==> config.mk <==
export PLATFORM = sky130hd
export DESIGN_NAME = csdf_filter_ctrl
export DESIGN_NICKNAME = d
export VERILOG_FILES = /design/src/csdf_pkg.sv /design/src/csdf_decode.sv /design/src/csdf_tap_mem.sv /design/src/csdf_filter_ctrl.sv
export VERILOG_INCLUDE_DIRS = /design/src
export SDC_FILE = /design/constraint.sdc
export NUM_CORES = 1
export LEC_CHECK = 0
export BUFFER_PORTS_ARGS = -buffer_cell sky130_fd_sc_hd__clkbuf_2
export CAP_MARGIN = 25
export CORE_UTILIZATION = 40
export DETAILED_ROUTE_END_ITERATION = 8
export PLACE_DENSITY = 0.69
export SETUP_SLACK_MARGIN = 0.1
export SLEW_MARGIN = 20
export SYNTH_ARGS = -nofsm -noshare
export SYNTH_HDL_FRONTEND = slang
export SYNTH_SLANG_ARGS = --single-unit
==> constraint.sdc <==
create_clock -name mclk -period 12.6 [get_ports mclk]
set_clock_uncertainty 0.1 [all_clocks]
set_input_delay 2.52 -clock mclk [delete_from_list [all_inputs] [get_ports mclk]]
set_output_delay 2.52 -clock mclk [all_outputs]
set_load 0.05 [all_outputs]
==> src/csdf_defines.svh <==
// Constants for the signed-digit coefficient filter control block.
// How it works
// - Nibble is sign bit over three-bit shift.
// - Sign bit zero positive, one negative.
// - Shift code is plain unsigned count.
// - Later shifts add to preceding absolute shift.
// - Tap is nested signed power product.
// - Index one nibble is most significant.
// - Four nibbles per tap, three for FIR.
// - Transmit gain coefficient is one plus value.
// - Balance taps programmed or adapted; FIR only.
// - Adapt then hold; resume when error exceeds threshold.
// - Adapted FIR taps readable by host.
// - Near-end signal suspends adaptive iteration.
// - Iterate until error meets threshold.
// - Slot loopback routes PCM receive to transmit.
// - Scaling value 10000 loops converters digitally.
// - Looped signal still drives analog output.
// - Analog loopback through impedance filter.
// - Transmit high-pass filter can be bypassed.
// - Receive and transmit paths can be cut.
`ifndef CSDF_DEFINES_SVH
`define CSDF_DEFINES_SVH
`define CSDF_NIB_W 4
`define CSDF_SIGN_BIT 3
`define CSDF_SHIFT_W 3
`define CSDF_SUM_W 5
`define CSDF_VAL_W 24
`define CSDF_FRAC 14
`define CSDF_MAX_NIB 4
`define CSDF_FIR_NIB 3
`define CSDF_FIR_TAPS 8
`define CSDF_TAP_IDX_W 3
`define CSDF_SIG_W 16
`define CSDF_LOOP_SCALE 5'h10
`define CSDF_STEP_SHIFT 8
`endif

==> src/csdf_pkg.sv <==
// Types shared by the signed-digit coefficient filter control block.
package csdf_pkg;
   typedef enum logic [1:0] {
      CSDF_IDLE = 2'b00,
      CSDF_ITER = 2'b01,
      CSDF_HOLD = 2'b10
   } csdf_state_e;
   typedef logic [3:0] csdf_nib_t;
endpackage : csdf_pkg

==> src/csdf_decode.sv <==
// Combinational decoder from up to four signed-digit nibbles to a tap value.
`timescale 1ns/100ps
`include "csdf_defines.svh"
module csdf_decode
   import csdf_pkg::*;
(
   input wire logic [15:0] nibbles,
   input wire logic [2:0] count,
   input wire logic gain_offset,
   output logic signed [23:0] value
);
   logic signed [23:0] term [0:3];
   logic [4:0] sum [0:3];
   logic neg [0:3];
   genvar g;
   generate
      for (g = 0; g < 4; g = g + 1) begin : g_term
         wire [3:0] nib = nibbles[g*4 +: 4];
         wire [4:0] prev_sum;
         wire prev_neg;
         if (g == 0) begin : g_first
            assign prev_sum = 5'h00;
            assign prev_neg = 1'b0;
         end else begin : g_next
            assign prev_sum = sum[g-1];
            assign prev_neg = neg[g-1];
         end
         // five-bit running sum holds up to 28 without wrap.
         assign sum[g] = prev_sum + {2'b00, nib[2:0]};
         // signs multiply cumulatively down the nest.
         assign neg[g] = prev_neg ^ nib[`CSDF_SIGN_BIT];
         wire signed [23:0] mag = 24'sh004000 >>> sum[g];
         assign term[g] = (g < count) ? (neg[g] ? -mag : mag) : 24'sh000000;
      end
   endgenerate
   // transmit gain adds a unit term.
   assign value = term[0] + term[1] + term[2] + term[3]
                  + (gain_offset ? 24'sh004000 : 24'sh000000);
endmodule : csdf_decode

==> src/csdf_tap_mem.sv <==
// Small tap memory for the balance FIR section with registered read data.
`timescale 1ns/100ps
`include "csdf_defines.svh"
module csdf_tap_mem
   import csdf_pkg::*;
(
   input wire logic mclk,
   input wire logic wr_en,
   input wire logic [2:0] wr_addr,
   input wire logic signed [23:0] wr_data,
   input wire logic [2:0] rd_addr,
   output logic signed [23:0] rd_data
);
   logic signed [23:0] mem [0:`CSDF_FIR_TAPS-1];
   always_ff @(posedge mclk) begin
      if (wr_en) begin
         mem[wr_addr] <= wr_data;
      end
      rd_data <= mem[rd_addr];
   end
endmodule : csdf_tap_mem

==> src/csdf_filter_ctrl.sv <==
// Coefficient decode, adaptive balance control and test loopback routing.
`timescale 1ns/100ps
`include "csdf_defines.svh"
module csdf_filter_ctrl
   import csdf_pkg::*;
(
   input wire logic mclk,
   input wire logic rst,
   input wire logic coef_wr,
   input wire logic [15:0] coef_nibbles,
   input wire logic [2:0] coef_count,
   input wire logic gain_offset,
   output logic signed [23:0] coef_value,
   input wire logic fir_wr,
   input wire logic [2:0] fir_addr,
   input wire logic [11:0] fir_nibbles,
   input wire logic fir_rd,
   output logic signed [23:0] fir_rd_data,
   output logic fir_rd_valid,
   input wire logic adapt_enable,
   input wire logic [15:0] echo_path_gain,
   input wire logic [15:0] error_level_threshold,
   input wire logic signed [15:0] rx_sample,
   input wire logic signed [15:0] tx_sample,
   input wire logic sample_strobe,
   output logic adapt_active,
   output logic adapt_converged,
   input wire logic tsa_loopback,
   input wire logic [4:0] analog_impedance_scaling,
   input wire logic analog_loopback,
   input wire logic hpf_bypass,
   input wire logic rx_cut,
   input wire logic tx_cut,
   input wire logic signed [15:0] pcm_receive_input,
   input wire logic signed [15:0] adc_sample,
   input wire logic signed [15:0] tx_path_sample,
   input wire logic signed [15:0] tx_hpf_sample,
   input wire logic signed [15:0] rx_path_sample,
   input wire logic signed [15:0] z_filter_sample,
   output logic signed [15:0] pcm_transmit_output,
   output logic signed [15:0] dac_sample,
   output logic signed [15:0] analog_output,
   output logic signed [15:0] converter_input,
   output logic scaling_enable
);
   csdf_state_e state;
   csdf_state_e next_state;
   logic signed [23:0] dec_value;
   logic signed [23:0] fir_dec_value;
   logic [2:0] adapt_idx;
   logic signed [23:0] mem_rd;
   logic rd_pending;
   logic adapt_wr;
   logic signed [23:0] tap_update;
   logic [15:0] err_mag;
   logic [15:0] rx_mag;
   logic [31:0] echo_est;
   logic near_end;
   logic err_met;
   logic mem_wr;
   logic [2:0] mem_addr;
   logic signed [23:0] mem_wdata;
   logic signed [23:0] step;
   logic tap_fresh;
   logic [2:0] mem_wr_addr;
   csdf_decode u_gen_dec (
      .nibbles(coef_nibbles),
      .count(coef_count),
      .gain_offset(gain_offset),
      .value(dec_value)
   );
   csdf_decode u_fir_dec (
      .nibbles({4'h0, fir_nibbles}),
      .count(3'h3),
      .gain_offset(1'b0),
      .value(fir_dec_value)
   );
   always_ff @(posedge mclk) begin
      if (rst) begin
         coef_value <= 24'sh000000;
      end else if (coef_wr) begin
         coef_value <= dec_value;
      end
   end
   // Absolute values for the error and double-talk tests.
   function automatic logic [15:0] abs16(input logic signed [15:0] v);
      abs16 = v[15] ? 16'(-v) : 16'(v);
   endfunction : abs16
   assign err_mag = abs16(tx_sample);
   assign rx_mag = abs16(rx_sample);
   assign echo_est = rx_mag * echo_path_gain;
   // transmit level above predicted echo means near-end talker.
   assign near_end = {err_mag, 16'h0000} > echo_est;
   assign err_met = err_mag <= error_level_threshold;
   always_comb begin
      next_state = state;
      case (state)
         CSDF_IDLE: begin
            if (adapt_enable) begin
               next_state = CSDF_ITER;
            end
         end
         CSDF_ITER: begin
            if (!adapt_enable) begin
               next_state = CSDF_IDLE;
            end else if (sample_strobe && err_met) begin
               next_state = CSDF_HOLD;
            end
         end
         CSDF_HOLD: begin
            if (!adapt_enable) begin
               next_state = CSDF_IDLE;
            end else if (sample_strobe && !err_met) begin
               next_state = CSDF_ITER;
            end
         end
         default: begin
            next_state = CSDF_IDLE;
         end
      endcase
   end
   always_ff @(posedge mclk) begin
      if (rst) begin
         state <= CSDF_IDLE;
      end else begin
         state <= next_state;
      end
   end
   // adaptation refines the host-seeded FIR taps one per sample.
   assign adapt_wr = (state == CSDF_ITER) && sample_strobe && !near_end && !err_met
                     && adapt_enable && !fir_wr && tap_fresh;
   // Sign-sign step toward the correlation of error with received signal.
   assign step = 24'sh000001 <<< `CSDF_STEP_SHIFT;
   assign tap_update = (tx_sample[15] ^ rx_sample[15]) ? mem_rd - step : mem_rd + step;
   assign mem_wr = fir_wr || adapt_wr;
   assign mem_addr = fir_wr ? fir_addr : (fir_rd ? fir_addr : adapt_idx);
   assign mem_wdata = fir_wr ? fir_dec_value : tap_update;
   assign mem_wr_addr = fir_wr ? fir_addr : adapt_idx;
   csdf_tap_mem u_taps (
      .mclk(mclk),
      .wr_en(mem_wr),
      .wr_addr(mem_wr_addr),
      .wr_data(mem_wdata),
      .rd_addr(mem_addr),
      .rd_data(mem_rd)
   );
   // The registered read data only hold the current adaptation tap when the last
   // edge neither wrote the memory nor read another address for the host.
   always_ff @(posedge mclk) begin
      if (rst) begin
         tap_fresh <= 1'b0;
      end else begin
         tap_fresh <= !(mem_wr || fir_rd);
      end
   end
   always_ff @(posedge mclk) begin
      if (rst) begin
         adapt_idx <= 3'h0;
      end else if (adapt_wr) begin
         adapt_idx <= adapt_idx + 3'h1;
      end
   end
   // read-back of the adapted taps, two cycles after the request.
   always_ff @(posedge mclk) begin
      if (rst) begin
         rd_pending <= 1'b0;
      end else begin
         rd_pending <= fir_rd && !fir_wr;
      end
   end
   always_ff @(posedge mclk) begin
      if (rst) begin
         fir_rd_data <= 24'sh000000;
         fir_rd_valid <= 1'b0;
      end else begin
         fir_rd_valid <= rd_pending;
         if (rd_pending) begin
            fir_rd_data <= mem_rd;
         end
      end
   end
   assign adapt_active = (state == CSDF_ITER);
   assign adapt_converged = (state == CSDF_HOLD);
   // Test paths.
   logic conv_loop;
   logic signed [15:0] tx_sel;
   logic signed [15:0] rx_sel;
   logic signed [15:0] next_pcm_tx;
   logic signed [15:0] next_analog_out;
   logic signed [15:0] next_conv_in;
   assign conv_loop = (analog_impedance_scaling == `CSDF_LOOP_SCALE);
   assign scaling_enable = !conv_loop;
   assign tx_sel = tx_cut ? 16'sh0000 : (hpf_bypass ? tx_path_sample : tx_hpf_sample);
   assign rx_sel = rx_cut ? 16'sh0000 : rx_path_sample;
   assign next_pcm_tx = tsa_loopback ? pcm_receive_input : tx_sel;
   assign next_analog_out = analog_loopback ? z_filter_sample : rx_sel;
   assign next_conv_in = conv_loop ? rx_sel : adc_sample;
   always_ff @(posedge mclk) begin
      if (rst) begin
         pcm_transmit_output <= 16'sh0000;
         dac_sample <= 16'sh0000;
         analog_output <= 16'sh0000;
         converter_input <= 16'sh0000;
      end else begin
         pcm_transmit_output <= next_pcm_tx;
         dac_sample <= rx_sel;
         analog_output <= next_analog_out;
         converter_input <= next_conv_in;
      end
   end
endmodule : csdf_filter_ctrl

# Word level (Yosys, flattened, before mapping)
# Memories as Yosys holds them, arrays and structs flattened. A register that Yosys moved wholly into a read port is not among the register bits.
# Index checks and enable logic that the tools add are counted.
classes:
  n_reduce_logical: 18
  n_eq_ne: 6
  shifts: 7
  multipliers: 1
  bitwise_logic: 6
  mux: 33
  n_lt_le_gt_ge: 6
  addsub: 23
op_table:
  columns: ["op", "n"]
  rows:
  - ["$mux W24", 13]
  - ["$neg A24 Y24", 7]
  - ["$mux W16", 8]
  - ["$add A24 B24 Y24", 5]
  - ["$sshr A16 B5 Y24 const A", 5]
  - ["$sshr A16 B3 Y24 const A", 2]
  - ["$gt A32 B32 Y1", 1]
  - ["$mul A16 B16 Y32", 1]
  - ["$neg A16 Y16", 2]
  - ["$add A24 B10 Y24 const B", 1]
  - ["$add A24 B16 Y24", 1]
  - ["$sub A24 B10 Y24 const B", 1]
  - ["$le A16 B16 Y1", 1]
  - ["$add A5 B3 Y5", 3]
  - ["$mux W15", 1]
  - ["$mux W2", 5]
  - ["$logic_and A1 B1 Y1", 9]
  - ["$mux W3", 3]
  - ["$add A3 B3 Y4", 2]
  - ["$lt A1 B3 Y1 const A", 2]
  - ["$lt A2 B3 Y1 const A", 2]
  - ["$ne A3 B2 Y1 const B", 2]
  - ["$pmux W2 S3", 1]
  - ["$xor A1 B1 Y1", 6]
  - ["10 further kinds", 16]
totals:
  ramBits: 192
  register_bits: 120
  wordCells: 112
  n_memories: 1
  inputBits: 212
  out_inout_bits: 116
memory_table:
  columns: ["name", "depth", "word_bits", "read_ports", "rd_clocked_by_memory_dff", "wr", "line", "rtl"]
  rows:
  - ["u_taps.mem", 8, 24, 1, 1, 1, "csdf_tap_mem.sv:14", "logic signed [23:0] mem [0:`CSDF_FIR_TAPS-1];"]

# Depth between registers and ports, before layout
logic_depth:
  ltp_word: 13
  depth_mapped: 40
  depth_no_buf: 37

# Cells and area by module
# Synthesis repeated with hierarchy kept, for this count alone.
hier_totals:
  cells_unflattened: 3318
  area_unflattened_um2: 32175.9
by_module_without_submodules:
  columns: ["mod", "seq_area_each_um2", "n_inst", "cells_per_inst", "area_per_inst_um2"]
  rows:
  - ["csdf_filter_ctrl", 2402.3, 1, 1760, 15040.7]
  - ["csdf_tap_mem", 6246.0, 1, 314, 7810.0]
  - ["csdf_decode (u_fir_dec)", 0.0, 1, 630, 4763.3]
  - ["csdf_decode (u_gen_dec)", 0.0, 1, 614, 4561.9]

# Worst setup path after synthesis
# Ideal clock, no wire load.
synth_timing:
  path_type: "input port to flip-flop"
  start: "in rx_sample[5]"
  end: "mem u_taps.mem[4][0], enable pin"
  arrival_time_ns: 13.024
  path_slack_ns: -0.966
  n_path_buf: 2
  setup_time_ns: 0.442
  required_ns: 12.058
  stages: 34
  path_cell_list: "or3_1 or3_1 nand2b_1 o31ai_1 xnor2_1 clkbuf_1 nand2_1 fa_1 fa_1 inv_1 fa_1 fa_1 fa_1 inv_1 fa_1 inv_1 ha_1 a21oi_1 o21bai_1 a2111o_1 a32o_1 a311o_1 a31o_2 a21oi_1 xnor2_1 ha_1 nand2_1 or3_1 nor4_1 o2111ai_1 nand2b_1 o22a_1 buf_6 o31ai_1"
synth_between:
  elab_chain_len: 13
synth_rtl:
  columns: ["element", "line", "rtl"]
  rows:
  - ["start: declaration", "csdf_filter_ctrl.sv:23", "input wire logic signed [15:0] rx_sample,"]
  - ["$neg A16 Y16", "csdf_filter_ctrl.sv:87", "abs16 = v[15] ? 16'(-v) : 16'(v);"]
  - ["$mux W16 *", "csdf_filter_ctrl.sv:87", null]
  - ["$mul A16 B16 Y32 *", "csdf_filter_ctrl.sv:91", "assign echo_est = rx_mag * echo_path_gain;"]
  - ["$gt A32 B32 Y1 *", "csdf_filter_ctrl.sv:93", "assign near_end = {err_mag, 16'h0000} > echo_est;"]
  - ["$logic_not A1 Y1 *", "csdf_filter_ctrl.sv:130", "assign adapt_wr = (state == CSDF_ITER) && sample_strobe && !near_end && !err_met"]
  - ["$logic_and A1 B1 Y1 * (2 in series)", "csdf_filter_ctrl.sv:130", null]
  - ["$logic_and A1 B1 Y1 * (3 in series)", "csdf_filter_ctrl.sv:131", "&& adapt_enable && !fir_wr && tap_fresh;"]
  - ["$logic_or A1 B1 Y1 *", "csdf_filter_ctrl.sv:135", "assign mem_wr = fir_wr || adapt_wr;"]
  - ["$mux W1 *", "csdf_tap_mem.sv:16", "if (wr_en) begin"]
  - ["$mux W1 (not written as such) *", "csdf_tap_mem.sv:17", "mem[wr_addr] <= wr_data;"]
  - ["end: declaration", "csdf_tap_mem.sv:14", null]
# Mark *: on every way between the ends. The rest lies on a longest branch, timed or not.

# Worst setup path after layout
layout_timing:
  start: "in rx_sample[3]"
  end: "mem u_taps.mem[4][21], enable pin"
# The elaborated chain is that of the path after synthesis.

==> out/results.ini <==
[clocking]
clockBufferDepth = 3
cts_buffers = 35
h-tree-depth = 2
clock_latency_ps = 560
hold_buffers = 0
cts_tree = yes
clock_sinks = 336
root_buffer = clkbuf_16
clk_pin_slew_ps = 60
cts_setup_buffers = 0

[global_routing]
antenna_found_initial = 8
grt_first_pass_wirelength_um = 132000
grt_pass1_vias = 23922
grt_remaining_overflow = 0
grtUsageTotal = 0.217
grt_max_degree = 82

[cells_and_area]
final_common_cell = inv_1
drive_above_1_share = 0.167
layoutNonFillerInstCount = 4433
nets = 4155
fin_util = 0.463
final_cell_mix = 362 x inv_1, 326 x clkbuf_2, 305 x nand2_1
areaGrowthSynthToFinish_pct = 14.2

[yosys]
synth_top_area_share = 0.191
yosysSeqAreaShare = 0.286
synthArstFlopShare = 0
yosysTopAreaCell = edfxtp_1
netlist_instances = 3139
synth_edf_count = 192
ys_ff_latch = 336
synth.distinct_cells = 78
synth-main-ff-cell = edfxtp_1
yosysWarnings = 0
syn_nets = 3860
synthTopCellsByArea = edfxtp_1 19%, fa_1 17%, ha_1 10%
synth_area_sq_um = 30200
postSynthAreaPerCell_sq_um = 9.63

[power_and_ir_drop]
clkPwrFrac = 0.112
p_int_uw = 4860
ir_drop_mv = 0.377
total_power_uw = 9590
powerDensity_nw_per_um2 = 278
p_comb_frac = 0.739
power.leakage_uw = 0.0155
swShare = 0.493
seq_power_share = 0.148
p_sw_uw = 4730

[routing]
drc_errors = 0
wl_per_cell_um = 18.5
dr.pass1.iters = 5
drt-total-wl_um = 82200
dr_total_vias = 23753
drtAntennaViolNets = 0
vias_per_cell = 5.36
first_iter_violations = 1919

[sta]
fin_tns_setup_ps = 0
setup_viol = 0
worst_slack_ps = 654
relSlewSlack = 0.328
hold_violations = 0
drv_slew = 0
rsz0062_at_grt = false
fin_crit_sh = 0.948
period_needed_ps = 11950
max_slew.worst_pin.slew_ps = 998
fmax_mhz = 83.7

[critical_path]
path_common_cell = fa_1
worst_path_largest_cell_delay_ps = 580
cp_max_fo = 24
critPathArrivalTime_ps = 12080
critPathCaptureType = register
crit_path_start_kind = input pin
worstPathRequired_ps = 12730
r2r_cells = 9
worstSetupPathType = in2reg
cp_slowest_cell = fa_1

[floorplan]
die_y_um = 277
die_w_um = 277
initial_utilization = 0.405
coreArea_sq_um = 74600
dieArea_sq_um = 76700
num_io_pins = 328
fp-row-count = 100

[placement]
preCtsSetupSlack_ps = 131
io_buffer_count = 327
dpl.hpwl_um = 65700
place.gp.congestion = 0.952
post-place-cells = 4365

[job]
drv_cap = 0

[outcome]
outcome = completed

[min_path]
whs_path_depth = 2
min_path_type = reg2reg

==> Yosys cell counts, types with 21 or more instances <==
| cell type | count |
|---|---|
| nor2_1 | 289 |
| o21ai_0 | 126 |
| nor2b_1 | 26 |
| nor3_1 | 40 |
| inv_1 | 362 |
| clkbuf_1 | 120 |
| edfxtp_1 | 192 |
| fa_1 | 258 |
| xnor2_1 | 96 |
| mux4_2 | 48 |
| ha_1 | 251 |
| mux2i_1 | 58 |
| and2_1 | 117 |
| nand3_1 | 36 |
| o211ai_1 | 21 |
| dfxtp_1 | 144 |
| mux2_2 | 50 |
| a211oi_1 | 23 |
| nand2_1 | 305 |
| a21o_1 | 45 |
| o31ai_1 | 27 |
| xor2_1 | 31 |
| a21oi_1 | 168 |
| nand2b_1 | 42 |
==> timing repair <==
action	4_1_cts	5_1_grt
endpoints found under the hold margin	0	0
setup endpoints to repair	0	59
gates resized for setup	0	2
==> sequential cells by signal, summed over array words and instances, names as in the netlist <==
register	cells
u_taps.mem	192
coef_value	24
fir_rd_data	24
u_taps.rd_data	24
analog_output	16
converter_input	16
dac_sample	16
pcm_transmit_output	16
adapt_idx	3
state	2
fir_rd_valid	1
rd_pending	1
tap_fresh	1
==> power groups by stage <==
stage          Clock, uW  Combinational (uW)  Sequential, uW
2_1_floorplan          0                5230            1550
3_3_place_gp           0                6960            1450
3_5_place_dp           0                7010            1450
4_1_cts             1100                7090            1420
5_1_grt             1140                8110            1430
6_report            1080                7090            1420
==> stage by stage <==
step | area, sq um | hold WS, ps
floorplan | 30200 | 360
global route | 34500 | 415
CTS | 34400 | 394
global placement | 33200 | 374
detailed placement | 33200 | 376
finish | 34500 | 387
==> cell families (layout without fill, tap and decap cells) <==
| group | count (synthesis) | after routing | synth area share |
|---|---|---|---|
| AOI/OAI and AO/OA | 571 | 571 | 0.121 |
| xor gates and xnor gates | 127 | 127 | 0.0368 |
| adders and majority gates | 509 | 509 | 0.275 |
| buffers and inverters | 495 | 817 | 0.0621 |
| DFF | 336 | 336 | 0.286 |
| muxes | 156 | 156 | 0.0736 |
| other | 0 | 3 | 0 |
| and+or+nand+nor | 945 | 945 | 0.145 |
==> worst max-delay path: cells and delay by family <==
kind | cells | cell delay [ps]
adder cells (fa/ha/maj) | 8 | 3770
AO/OA/AOI/OAI | 11 | 2640
AND/OR/NAND/NOR | 8 | 2080
buffers and inverters | 6 | 720
XOR/XNOR | 2 | 320
==> cell type report <==
class,instances,area [sq um]
Clock inverter,26,308
Sequential cell,336,8650
Inverter,364,1370
Fill cell,7055,40100
Tap cell,969,1210
Multi-Input combinational cell,2308,19900
Timing Repair Buffer,389,2190
Clock buffer,38,897
Antenna cell,3,7.51
==> routing by layer <==
metal | share of wire | global-route usage | routed length, um
met1 | 0.43 | 0.292 | 35700
met2 | 0.47 | 0.355 | 38600
met3 | 0.065 | 0.0379 | 5330
met4 | 0.030 | 0.0667 | 2500
met5 | 0.00043 | 0 | 35
==> worst paths after layout <==
kind / startpoint / end / slack [ps]
hold reg to reg: coef_value[5] / coef_value[5] / 390
hold / removal: coef_value[5] / coef_value[5] / 390
setup reg to reg: u_taps.rd_data[9] / u_taps.mem[3][23] / 8930
setup / recovery: rx_sample[3] / u_taps.mem[4][21] / 650
Note: power is estimated with default switching activity, not from simulation.
